[src/design/ddri_regs.svh]
/*
 * Constants of the DRAM-side init and mode programming block: timing counts,
 * mode register field positions and command pin codes.
 * Assumes inclusion by bare name from the block's package and modules.
 */
`ifndef DDRI_REGS_SVH
`define DDRI_REGS_SVH

// clock rate and internal initialisation time
`define DDRI_CLK_KHZ        20000
`define DDRI_T_INIT_US      500
`define DDRI_INIT_CYC       ((`DDRI_T_INIT_US * `DDRI_CLK_KHZ + 999) / 1000)

// widths
`define DDRI_ROW_W          15
`define DDRI_BANK_W         3
`define DDRI_MR_NUM         4

// mode register fields
`define DDRI_MR0_BL_LSB     0
`define DDRI_MR0_BT_BIT     3
`define DDRI_MR0_DLLRST_BIT 8
`define DDRI_BL_FIXED8      2'h0
`define DDRI_BL_OTF         2'h1
`define DDRI_BL_FIXED4      2'h2

// address bits with meaning on read and write
`define DDRI_AP_BIT         10
`define DDRI_BC_BIT         12

// command pin codes {ras_n, cas_n, we_n}
`define DDRI_CMD_MRS        3'h0
`define DDRI_CMD_ACT        3'h3
`define DDRI_CMD_WR         3'h4
`define DDRI_CMD_RD         3'h5
`define DDRI_CMD_ZQ         3'h6

`endif

[src/design/ddri_pkg.sv]
/*
 * Types of the DRAM-side init and mode programming block.
 * Assumes ddri_regs.svh is on the include path.
 */
`include "ddri_regs.svh"

package ddri_pkg;

    typedef struct packed {
        logic                    cs_n;
        logic                    ras_n;
        logic                    cas_n;
        logic                    we_n;
        logic [`DDRI_BANK_W-1:0] ba;
        logic [`DDRI_ROW_W-1:0]  addr;
    } ddri_cmd_t;

    typedef enum logic [3:0] {
        ST_HOLD = 4'h1,
        ST_INIT = 4'h2,
        ST_WCKE = 4'h4,
        ST_RUN  = 4'h8
    } ddri_state_t;

    typedef logic [`DDRI_MR_NUM-1:0][`DDRI_ROW_W-1:0] ddri_mr_t;

endpackage : ddri_pkg

[src/design/ddri_seq.sv]
/*
 * DRAM-side reset, initialisation, mode register and access model.
 * Assumes clk is the command clock and the controller keeps its own
 * timing and ordering obligations; reset_pin_n arrives unsynchronised.
 */
// Summary of operation
// - bursts run eight beats or chopped four, reads from start column, writes from 0 or 4, programmed order.
// - activate takes bank from three bank bits, row from A0 to A14.
// - read or write: read column starts burst, write starts at 0 or chopped at 4, A10 auto precharge, A12 low chops when enabled.
// - eightfold prefetch: one core word per access, two pin beats per clock.
// - after reset release, 500 us internal init before clock enable rises.
// - termination off during reset and until clock enable first registers high.
// - four mode registers, undefined defaults, all rewritten after each reset.
// - mode writes and dll reset leave the array unchanged.
`timescale 1ns/1ps
`include "ddri_regs.svh"

module ddri_seq #(
    parameter int INIT_CYC = `DDRI_INIT_CYC
) (
    input  wire logic                    clk,
    input  wire logic                    sys_rst,
    input  wire logic                    reset_pin_n,
    input  wire logic                    cke,
    input  wire logic                    odt,
    input  ddri_pkg::ddri_cmd_t          cmd,
    output logic                         init_busy_r,
    output logic                         term_en_r,
    output logic                         act_pulse_r,
    output logic [`DDRI_BANK_W-1:0]      act_bank_r,
    output logic [`DDRI_ROW_W-1:0]       act_row_r,
    output logic                         burst_valid_r,
    output logic                         burst_write_r,
    output logic                         burst_chop_r,
    output logic                         auto_pre_r,
    output logic                         core_xfer_r,
    output logic [9:0]                   col_base_r,
    output logic [2:0]                   beat_even_r,
    output logic [2:0]                   beat_odd_r,
    output logic                         dll_reset_r,
    output logic                         zq_long_r,
    output ddri_pkg::ddri_mr_t           mr_r,
    output logic                         mr_all_wr_r
);
    import ddri_pkg::*;

    // reset pin synchroniser; the first stage feeds only the second
    logic        rp_s1_r;
    logic        rp_s2_r;
    logic        rp_s3_r;
    logic        rp_q_r;

    always_ff @(posedge clk) begin
        if (sys_rst) begin
            rp_s1_r <= 1'b0;
            rp_s2_r <= 1'b0;
            rp_s3_r <= 1'b0;
            rp_q_r  <= 1'b0;
        end else begin
            rp_s1_r <= reset_pin_n;
            rp_s2_r <= rp_s1_r;
            rp_s3_r <= rp_s2_r;
            if (rp_s2_r == rp_s3_r) begin
                rp_q_r <= rp_s3_r;
            end
        end
    end

    // command decode, only while clock enable is high in run state
    ddri_state_t state_r;
    ddri_state_t state_nxt;
    logic [13:0] init_cnt_r;
    logic [13:0] init_cnt_nxt;
    logic        live;
    logic [2:0]  code;
    logic        is_mrs;
    logic        is_act;
    logic        is_rd;
    logic        is_wr;
    logic        is_zql;

    assign live   = (state_r == ST_RUN) && cke && !cmd.cs_n;
    assign code   = {cmd.ras_n, cmd.cas_n, cmd.we_n};
    assign is_mrs = live && (code == `DDRI_CMD_MRS);
    assign is_act = live && (code == `DDRI_CMD_ACT);
    assign is_rd  = live && (code == `DDRI_CMD_RD);
    assign is_wr  = live && (code == `DDRI_CMD_WR);
    assign is_zql = live && (code == `DDRI_CMD_ZQ) && cmd.addr[`DDRI_AP_BIT];

    // internal init runs on its own count, needing no command activity
    always_comb begin
        state_nxt    = state_r;
        init_cnt_nxt = init_cnt_r;
        if (!rp_q_r) begin
            state_nxt    = ST_HOLD;
            init_cnt_nxt = '0;
        end else begin
            unique case (state_r)
                ST_HOLD: begin
                    state_nxt    = ST_INIT;
                    init_cnt_nxt = '0;
                end
                ST_INIT: begin
                    if (init_cnt_r == 14'(INIT_CYC - 1)) begin
                        state_nxt = ST_WCKE;
                    end else begin
                        init_cnt_nxt = init_cnt_r + 14'h1;
                    end
                end
                ST_WCKE: begin
                    if (cke) begin
                        state_nxt = ST_RUN;
                    end
                end
                ST_RUN: state_nxt = ST_RUN;
                default: state_nxt = ST_HOLD;
            endcase
        end
    end

    always_ff @(posedge clk) begin
        if (sys_rst) begin
            state_r    <= ST_HOLD;
            init_cnt_r <= '0;
        end else begin
            state_r    <= state_nxt;
            init_cnt_r <= init_cnt_nxt;
        end
    end

    ddri_mode_bank u_mode (
        .clk      (clk),
        .sys_rst  (sys_rst),
        .clr      (!rp_q_r),
        .wr       (is_mrs),
        .sel      (cmd.ba[1:0]),
        .wdata    (cmd.addr),
        .mr_r     (mr_r),
        .all_wr_r (mr_all_wr_r)
    );

    // column order inside a burst: xor for interleave, wrap-add for sequential
    function automatic logic [2:0] col_of(input logic [2:0] s, input logic [2:0] i,
                                          input logic il);
        col_of = il ? (s ^ i) : {s[2] ^ i[2], s[1:0] + i[1:0]};
    endfunction

    logic       bst_start;
    logic       chop_cmd;
    logic [2:0] start_cmd;
    logic [1:0] bl_mode;
    logic [1:0] cnt_r;
    logic [1:0] cnt_nxt;
    logic [2:0] start_r;
    logic [2:0] start_nxt;
    logic       il_r;
    logic       il_nxt;
    logic       valid_nxt;
    logic       wr_nxt;
    logic       chop_nxt;
    logic       ap_nxt;
    logic [9:0] base_nxt;

    assign bl_mode   = mr_r[0][`DDRI_MR0_BL_LSB +: 2];
    // a new read or write is taken only once the previous burst has ended
    assign bst_start = (is_rd || is_wr) && !burst_valid_r;
    assign chop_cmd  = (bl_mode == `DDRI_BL_FIXED4) ||
                       ((bl_mode == `DDRI_BL_OTF) && !cmd.addr[`DDRI_BC_BIT]);
    // writes ignore low start bits: chopped writes keep only bit two
    assign start_cmd = is_wr ? {chop_cmd & cmd.addr[2], 2'b00} : cmd.addr[2:0];

    always_comb begin
        cnt_nxt   = cnt_r;
        start_nxt = start_r;
        il_nxt    = il_r;
        valid_nxt = 1'b0;
        wr_nxt    = burst_write_r;
        chop_nxt  = burst_chop_r;
        ap_nxt    = auto_pre_r;
        base_nxt  = col_base_r;
        if (bst_start) begin
            valid_nxt = 1'b1;
            cnt_nxt   = 2'h0;
            start_nxt = start_cmd;
            il_nxt    = mr_r[0][`DDRI_MR0_BT_BIT];
            wr_nxt    = is_wr;
            chop_nxt  = chop_cmd;
            ap_nxt    = cmd.addr[`DDRI_AP_BIT];
            base_nxt  = {cmd.addr[11], cmd.addr[9:3], 2'b00};
        end else if (burst_valid_r && (cnt_r != (burst_chop_r ? 2'h1 : 2'h3))) begin
            valid_nxt = 1'b1;
            cnt_nxt   = cnt_r + 2'h1;
        end
    end

    always_ff @(posedge clk) begin
        if (sys_rst || !rp_q_r) begin
            cnt_r         <= '0;
            start_r       <= '0;
            il_r          <= 1'b0;
            burst_valid_r <= 1'b0;
            burst_write_r <= 1'b0;
            burst_chop_r  <= 1'b0;
            auto_pre_r    <= 1'b0;
            col_base_r    <= '0;
            beat_even_r   <= '0;
            beat_odd_r    <= '0;
            core_xfer_r   <= 1'b0;
        end else begin
            cnt_r         <= cnt_nxt;
            start_r       <= start_nxt;
            il_r          <= il_nxt;
            burst_valid_r <= valid_nxt;
            burst_write_r <= wr_nxt;
            burst_chop_r  <= chop_nxt;
            auto_pre_r    <= ap_nxt;
            col_base_r    <= base_nxt;
            // two pin beats per clock
            beat_even_r   <= col_of(start_nxt, {cnt_nxt, 1'b0}, il_nxt);
            beat_odd_r    <= col_of(start_nxt, {cnt_nxt, 1'b1}, il_nxt);
            // one 8n-bit core word per access
            core_xfer_r   <= bst_start;
        end
    end

    // activate, termination and pulses
    always_ff @(posedge clk) begin
        if (sys_rst) begin
            init_busy_r <= 1'b1;
            term_en_r   <= 1'b0;
            act_pulse_r <= 1'b0;
            act_bank_r  <= '0;
            act_row_r   <= '0;
            dll_reset_r <= 1'b0;
            zq_long_r   <= 1'b0;
        end else begin
            init_busy_r <= (state_nxt != ST_RUN);
            // termination stays high-impedance until cke registers high
            term_en_r   <= (state_nxt == ST_RUN) && odt;
            act_pulse_r <= is_act;
            if (is_act) begin
                act_bank_r <= cmd.ba;
                act_row_r  <= cmd.addr;
            end
            // mode writes touch only the mode bank and the dll reset pulse, never the array
            dll_reset_r <= is_mrs && (cmd.ba[1:0] == 2'h0) &&
                           cmd.addr[`DDRI_MR0_DLLRST_BIT];
            zq_long_r   <= is_zql;
        end
    end
endmodule : ddri_seq

[src/design/ddri_mode_bank.sv]
/*
 * Four mode registers with written flags; outputs come from registers.
 * Assumes writes arrive as single-cycle strobes on the same clock.
 */
`timescale 1ns/1ps
`include "ddri_regs.svh"

module ddri_mode_bank (
    input  wire logic                    clk,
    input  wire logic                    sys_rst,
    input  wire logic                    clr,
    input  wire logic                    wr,
    input  wire logic [1:0]              sel,
    input  wire logic [`DDRI_ROW_W-1:0]  wdata,
    output ddri_pkg::ddri_mr_t           mr_r,
    output logic                         all_wr_r
);
    import ddri_pkg::*;

    ddri_mr_t                mr_nxt;
    logic [`DDRI_MR_NUM-1:0] wrt_r;
    logic [`DDRI_MR_NUM-1:0] wrt_nxt;

    always_comb begin
        mr_nxt  = mr_r;
        wrt_nxt = wrt_r;
        if (clr) begin
            wrt_nxt = '0;
        end else if (wr) begin
            mr_nxt[sel] = wdata;
            // dll reset is self-clearing once issued
            if (sel == 2'h0) begin
                mr_nxt[0][`DDRI_MR0_DLLRST_BIT] = 1'b0;
            end
            wrt_nxt[sel] = 1'b1;
        end
    end

    always_ff @(posedge clk) begin
        if (sys_rst) begin
            mr_r     <= '0;
            wrt_r    <= '0;
            all_wr_r <= 1'b0;
        end else begin
            mr_r     <= mr_nxt;
            wrt_r    <= wrt_nxt;
            all_wr_r <= &wrt_nxt;
        end
    end
endmodule : ddri_mode_bank

[config.mk]
export PLATFORM = sky130hd
export DESIGN_NAME = ddri_seq
export DESIGN_NICKNAME = d
export VERILOG_FILES = /design/src/design/ddri_pkg.sv /design/src/design/ddri_seq.sv /design/src/design/ddri_mode_bank.sv
export VERILOG_INCLUDE_DIRS = /design/src /design/src/design
export SDC_FILE = /design/constraint.sdc
export NUM_CORES = 1
export LEC_CHECK = 0
export BUFFER_PORTS_ARGS = -buffer_cell sky130_fd_sc_hd__buf_2
export CAP_MARGIN = 10
export CORE_MARGIN = 4
export CORE_UTILIZATION = 56
export CTS_CLUSTER_SIZE = 8
export DETAILED_ROUTE_END_ITERATION = 8
export PLACE_DENSITY = 0.89
export SETUP_SLACK_MARGIN = 0.02
export SLEW_MARGIN = 40
export SYNTH_ARGS = -nofsm -noshare
export SYNTH_HDL_FRONTEND = slang
export SYNTH_SLANG_ARGS = --single-unit
export TNS_END_PERCENT = 1
[constraint.sdc]
create_clock -name clk -period 5.7 [get_ports clk]
set_clock_uncertainty 0.2 [all_clocks]
set_input_delay 0.57 -clock clk [delete_from_list [all_inputs] [get_ports clk]]
set_output_delay 0.57 -clock clk [all_outputs]
set_load 0.02 [all_outputs]
**Word level (Yosys, flattened, before mapping)**

Cells that the tools add are included.
W data, S select, Z words.

- Register bits after elaboration: 135
- Bits in latches: 0
- Memory bits (writable): 0
- ROM bits: 0
- Bits of input ports: 27
- Output and inout port bits: 105
- Word-level logic and storage cells: 111
- Memories: 0

- Add/subtract/negate cells: 4
- Multipliers: 0
- Divide/modulo/power cells: 0
- Order comparisons: 2
- Equal/unequal tests: 16
- Shift-type cells: 0
- Multiplexer cells: 24
- Bitwise gates (word level): 6
- Reduce and logical (&&, ||, !) cells: 29

Operators with widths:

| operator | number |
|---|---|
| $bwmux W60 | 1 |
| $demux W15 S2 | 1 |
| $pmux W14 S2 | 1 |
| $mux W4 | 5 |
| $pmux W4 S4 | 1 |
| $logic_and A1 B1 Y1 | 15 |
| $mux W15 | 1 |
| $add A14 B1 Y14 const B | 1 |
| $eq A14 B14 Y1 const B | 1 |
| $mux W14 | 1 |
| $mux W3 | 4 |
| $eq A3 B3 Y1 const B | 3 |
| $eq A4 B4 Y1 const B | 2 |
| $mux W2 | 3 |
| $xor A3 B3 Y3 | 2 |
| $mux W1 | 5 |
| $add A2 B2 Y2 | 2 |
| $eq A4 B1 Y1 const B | 1 |
| $eq A4 B2 Y1 const B | 1 |
| $eq A4 B3 Y1 const B | 1 |
| $logic_not A1 Y1 | 4 |
| $ne A4 B4 Y1 const B | 1 |
| $or A4 B4 Y4 | 1 |
| $reduce_and A2 Y1 | 2 |
| 19 further kinds | 21 |

**Logic depth before layout (Yosys ltp)**

- Word-level depth: 9
- Depth in mapped cells: 8
- Gate-level depth less buffers: 6

**Cells and area by module**

Synthesis repeated with hierarchy kept, for this count alone.

- Cells, all modules: 605
- Area total of the unflattened synthesis: 5,165.0 µm²

By module, submodules not included:

| module | instances | cells each | area an instance (µm²) | seq. area each (µm²) |
|---|---|---|---|---|
| ddri_seq | 1 | 318 | 2,825.2 | 1,361.3 |
| ddri_mode_bank | 1 | 287 | 2,339.7 | 1,301.2 |

**Worst setup path before layout**

Ideal clock, no wire load.

- Path type: input to register
- Start point: input port cmd[21] in the netlist's numbering
- End point: register u_mode.mr_r[34] in the netlist's numbering
- Setup time: 132 ps
- Arrival time: 1,835 ps
- Required time: 5,368 ps
- Path slack: 3,533 ps
- Cell stages on the path: 7
- Path buffers: 2
- Path through: nor4b_4 -> nand4_2 -> or3b_1 -> buf_2 -> buf_6 -> nand2_1 -> a21oi_1

- Cells in the longest elaborated chain, start to end: 4

RTL lines:

| item | RTL line | text |
|---|---|---|
| from (decl) | ddri_seq.sv:26 | `input ddri_pkg::ddri_cmd_t cmd,` |
| $logic_not A1 Y1 | ddri_seq.sv:82 | `assign live = (state_r == ST_RUN) && cke && !cmd.cs_n;` |
| $logic_and A1 B1 Y1 | ddri_seq.sv:82 |  |
| $logic_and A1 B1 Y1 | ddri_seq.sv:84 | `` assign is_mrs = live && (code == `DDRI_CMD_MRS); `` |
| $reduce_and A2 Y1 (no source line) | -- |  |
| to (signal assigned) | ddri_mode_bank.sv:45 | `mr_r <= mr_nxt;` |
| to (decl) | ddri_mode_bank.sv:15 | `output ddri_pkg::ddri_mr_t mr_r,` |

Every way passes these cells.
A chain may end at the register's enable or synchronous reset.

**Worst setup path in the final report**

- Start point: register state_r[1]
- End point: register u_mode.all_wr_r

- Cells in the longest elaborated chain, start to end: 7

RTL lines:

| item | RTL line | text |
|---|---|---|
| from (decl) | ddri_seq.sv:70 | `ddri_state_t state_r;` |
| from (signal assigned) | ddri_seq.sv:126 | `state_r <= state_nxt;` |
| $eq A4 B4 Y1 | ddri_seq.sv:82 |  |
| $logic_and A1 B1 Y1 (2 in a row) | ddri_seq.sv:82 |  |
| $logic_and A1 B1 Y1 | ddri_seq.sv:84 |  |
| $mux W4 | ddri_mode_bank.sv:29 | `end else if (wr) begin` |
| $mux W4 | ddri_mode_bank.sv:27 | `if (clr) begin` |
| $reduce_and A4 Y1 | ddri_mode_bank.sv:47 | `all_wr_r <= &wrt_nxt;` |
| to (signal assigned) | ddri_mode_bank.sv:47 |  |
| to (decl) | ddri_mode_bank.sv:16 | `output logic all_wr_r` |

Every way passes these cells.

==> impl_summary.txt <==
----------------------------------------------------
[Global route]
  Number of global-route vias before repair ... 4,595
  Initial antenna violation count ... 0
  Maximum number of pins on one net before global-route repair ... 91
  Global-route wire length before repair ... 22,100 µm
  Combined global-route utilization of all metal layers ... 0.267
  Grt total ovfl ... 0

[Status]
  Status ... completed

[Yosys]
  Share of Yosys cell area claimed by the top area cell type ... 0.524
  Post-Syn Instances ... 599
  Mapped Avg Cell Area ... 8.48 µm²
  Top cells by area in the synthesized netlist ... dfxtp_1 52%, nand2_1 12%, a21oi_1 8.8%
  Number of flops mapped to enable cells by yosys ... 0
  Proportion of synthesized chip area in sequential cells ... 0.524
  Netlist area before placement ... 5080 µm²
  Cell taking the most area after synthesis ... dfxtp_1
  Number of distinct standard cells referenced by the synthesized netlist ... 50
  Post-synth ARST share ... 0
  Total of warnings raised by yosys ... 0
  Most used DFF post-synth ... dfxtp_1
  #FFs+latches synth ... 133

[Die]
  Die Wd ... 103 µm
  Die area ... 10,700 µm²
  Initial core utilization ... 0.580
  Placeable Area ... 8760 µm²
  DIE HEIGHT ... 103 µm
  FP Rows ... 34
  Ports placed on the boundary ... 132

[Route]
  Antenna Nets Post-Route ... 0
  Total Routed Length ... 14,100 µm
  Count of routing violations after the opening detailed-route iteration ... 315
  Drt first pass iters ... 5
  Wire per inst ... 17.1 µm
  Detail-routed via count per cell ... 5.71
  Routed via count ... 4,730
  Number of DRC violations after detailed routing ... 0

[Finish]
  Number of fill cells ... 637
  Post-layout nets ... 736
  Diode insertion count for antenna repair ... 0
  Share of cells above drive strength 1 ... 0.244
  Signed area change from the synthesized netlist to the final layout ... 23.4%

[Clock network]
  Post-CTS sizing ... 0
  Clock Sink Count ... 133
  Total clock buffers created by CTS ... 17
  CTS tree ... built
  CTS HTree Levels ... 4
  Clock insertion delay at the later pin of the skew report ... 0.52 ns
  Post-CTS clock slew at the launch and capture registers of the worst setup and hold paths ... 0.06 ns
  Quantity of hold-fixing buffers added after cts ... 0
  CTS Buffer Depth ... 2
  Root buffer cell ... clkbuf_8
  Buffers inserted during post-CTS setup optimization ... 0

[Place]
  Final HPWL DP ... 9500 µm
  Placement Setup Slack ... 2.90 ns
  Routability congestion estimate ... 0.872
  Count of buffers inserted at the top-level ports ... 129

[Worst setup path]
  Worst Path Class, Setup ... reg2reg
  Crit-path leading delay family ... simple AND/OR/NAND/NOR gates
  Required arrival time at the worst endpoint ... 5.91 ns
  Kind of end point of the critical path ... flop
  Crit path depth ... 4
  Max stage delay on crit path ... 0.63 ns
  Cell chain of the critical path ... nor4b_4, nand4_2, or3_1, a211oi_1
  Worst reg-to-reg path cell count ... 4
  WP buf/inv ... 0
  Critical path's slowest cell ... or3_1
  Startpoint kind of the worst setup timing path ... flop
  Critical Path AT ... 2.67 ns
  Highest fanout seen on the critical path ... 15

[Power]
  Power per cell area ... 320 nW/µm²
  Peak ir drop on the vdd network ... 0.185 mV
  Static power due to leakage ... 2.67 nW

[STA]
  Peak Freq ... 0.406 GHz
  Setup total negative slack ... 0 ns
  Slew @ Worst Pin ... 0.788 ns
  Worst Slack Setup Final ... 3.24 ns
  Setup violators final ... 0
  Final Hold Viols ... 0
  Worst hold slack ... 0.0591 ns
  Final slew viol count ... 0
  Worst max-slew margin expressed relative to the limit ... 0.472
  Unrepaired setup endpoints after global routing ... false
  Share of the clock period used by the worst path after layout ... 0.432
  Final critical delay including setup and external delays ... 2.46 ns

[Worst hold path]
  Worst Hold Class ... in2reg
  Worst hold path stage count ... 2

[Flow run]
  Number of max-capacitance violations reported ... 0

----------------------------------------------------
[synthesized netlist by cell type (6+ instances only)]
master    instances
nand2_1         162
dfxtp_1         133
a21oi_1          89
nor2_1           38
clkbuf_1         21
mux2i_1          20
buf_2            13
o21ai_0          13
nor3_1            8
nand3_1           7
and3_1            6
nor2b_1           6
nor3b_1           6
[per-layer routing]
layer / part of all wire / wire [µm] / global-route usage
met1: 0.40 / 5700 / 0.352
met2: 0.48 / 6720 / 0.425
met3: 0.098 / 1390 / 0.0765
met4: 0.023 / 325 / 0.0896
met5: 0 / 0 / 0
[layout by cell type, fill, tap and decap left out, types with 5 or more instances in the layout]
| cell type | instances |
|---|---|
| inv_8 | 7 |
| nand2_1 | 162 |
| inv_1 | 5 |
| mux2i_1 | 20 |
| nand3_1 | 7 |
| nor2b_1 | 6 |
| nor3b_1 | 6 |
| a21oi_1 | 89 |
| clkbuf_16 | 16 |
| nor2_1 | 37 |
| dfxtp_1 | 133 |
| or3_1 | 5 |
| o21ai_0 | 13 |
| nor3_1 | 8 |
| and3_1 | 6 |
| buf_2 | 129 |
[through the flow]
step | instances | instance area [µm²] | power (mW) | utilization
6_report | 829 | 6270 | 2.01 | 0.715
5_1_grt | 829 | 6270 | 2.06 | 0.715
2_1_floorplan | 600 | 5080 | 0.970 | -
3_5_place_dp | 797 | 5690 | 0.994 | 0.649
3_3_place_gp | 797 | 5680 | 0.993 | 0.648
4_1_cts | 829 | 6260 | 2.00 | 0.714
[sequential cells by signal (all words and copies together), names as in the netlist, 3 cells and up]
name and count:
u_mode.mr_r 60, act_row_r 15, init_cnt_r 14, col_base_r 8, state_r 4, u_mode.wrt_r 4, act_bank_r 3, beat_even_r 3
[final cells by class]
type,instances,area [µm²],share of cell area
Tap cell,108,135,0.0216
Clock inverter,15,154,0.0245
Clock buffer,17,414,0.0661
Multi-Input combinational cell,420,2220,0.354
Sequential cell,133,2660,0.425
Inverter,5,18.8,0.00299
Timing Repair Buffer,131,664,0.106
[power breakdown]
group | switching, mW | internal [mW]
combinational | 0.0332 | 0.0117
clock | 0.468 | 0.563
sequential | 0.000447 | 0.930
[kinds of logic (layout without fill, tap and decap cells)]
logic type | count (synthesis) | after routing | share of synthesized area
AOI/OAI and AO/OA | 116 | 116 | 0.122
DFF | 133 | 133 | 0.524
xor gates and xnor gates | 7 | 7 | 0.0121
muxes | 20 | 20 | 0.0394
buffers and inverters | 47 | 168 | 0.0431
other | 1 | 2 | 0.000738
adders and majority gates | 1 | 1 | 0.00246
and+or+nand+nor | 274 | 274 | 0.256
[path summary, 6_finish.rpt]
kind / from / slack [ns] / endpoint
max reg2reg: state_r[1] / 3.24 / u_mode.all_wr_r
min reg2reg: rp_s1_r / 0.25 / rp_s2_r
max: state_r[1] / 3.24 / u_mode.all_wr_r
min: odt / 0.06 / term_en_r
No activity file was read; power rests on OpenSTA's default activity.
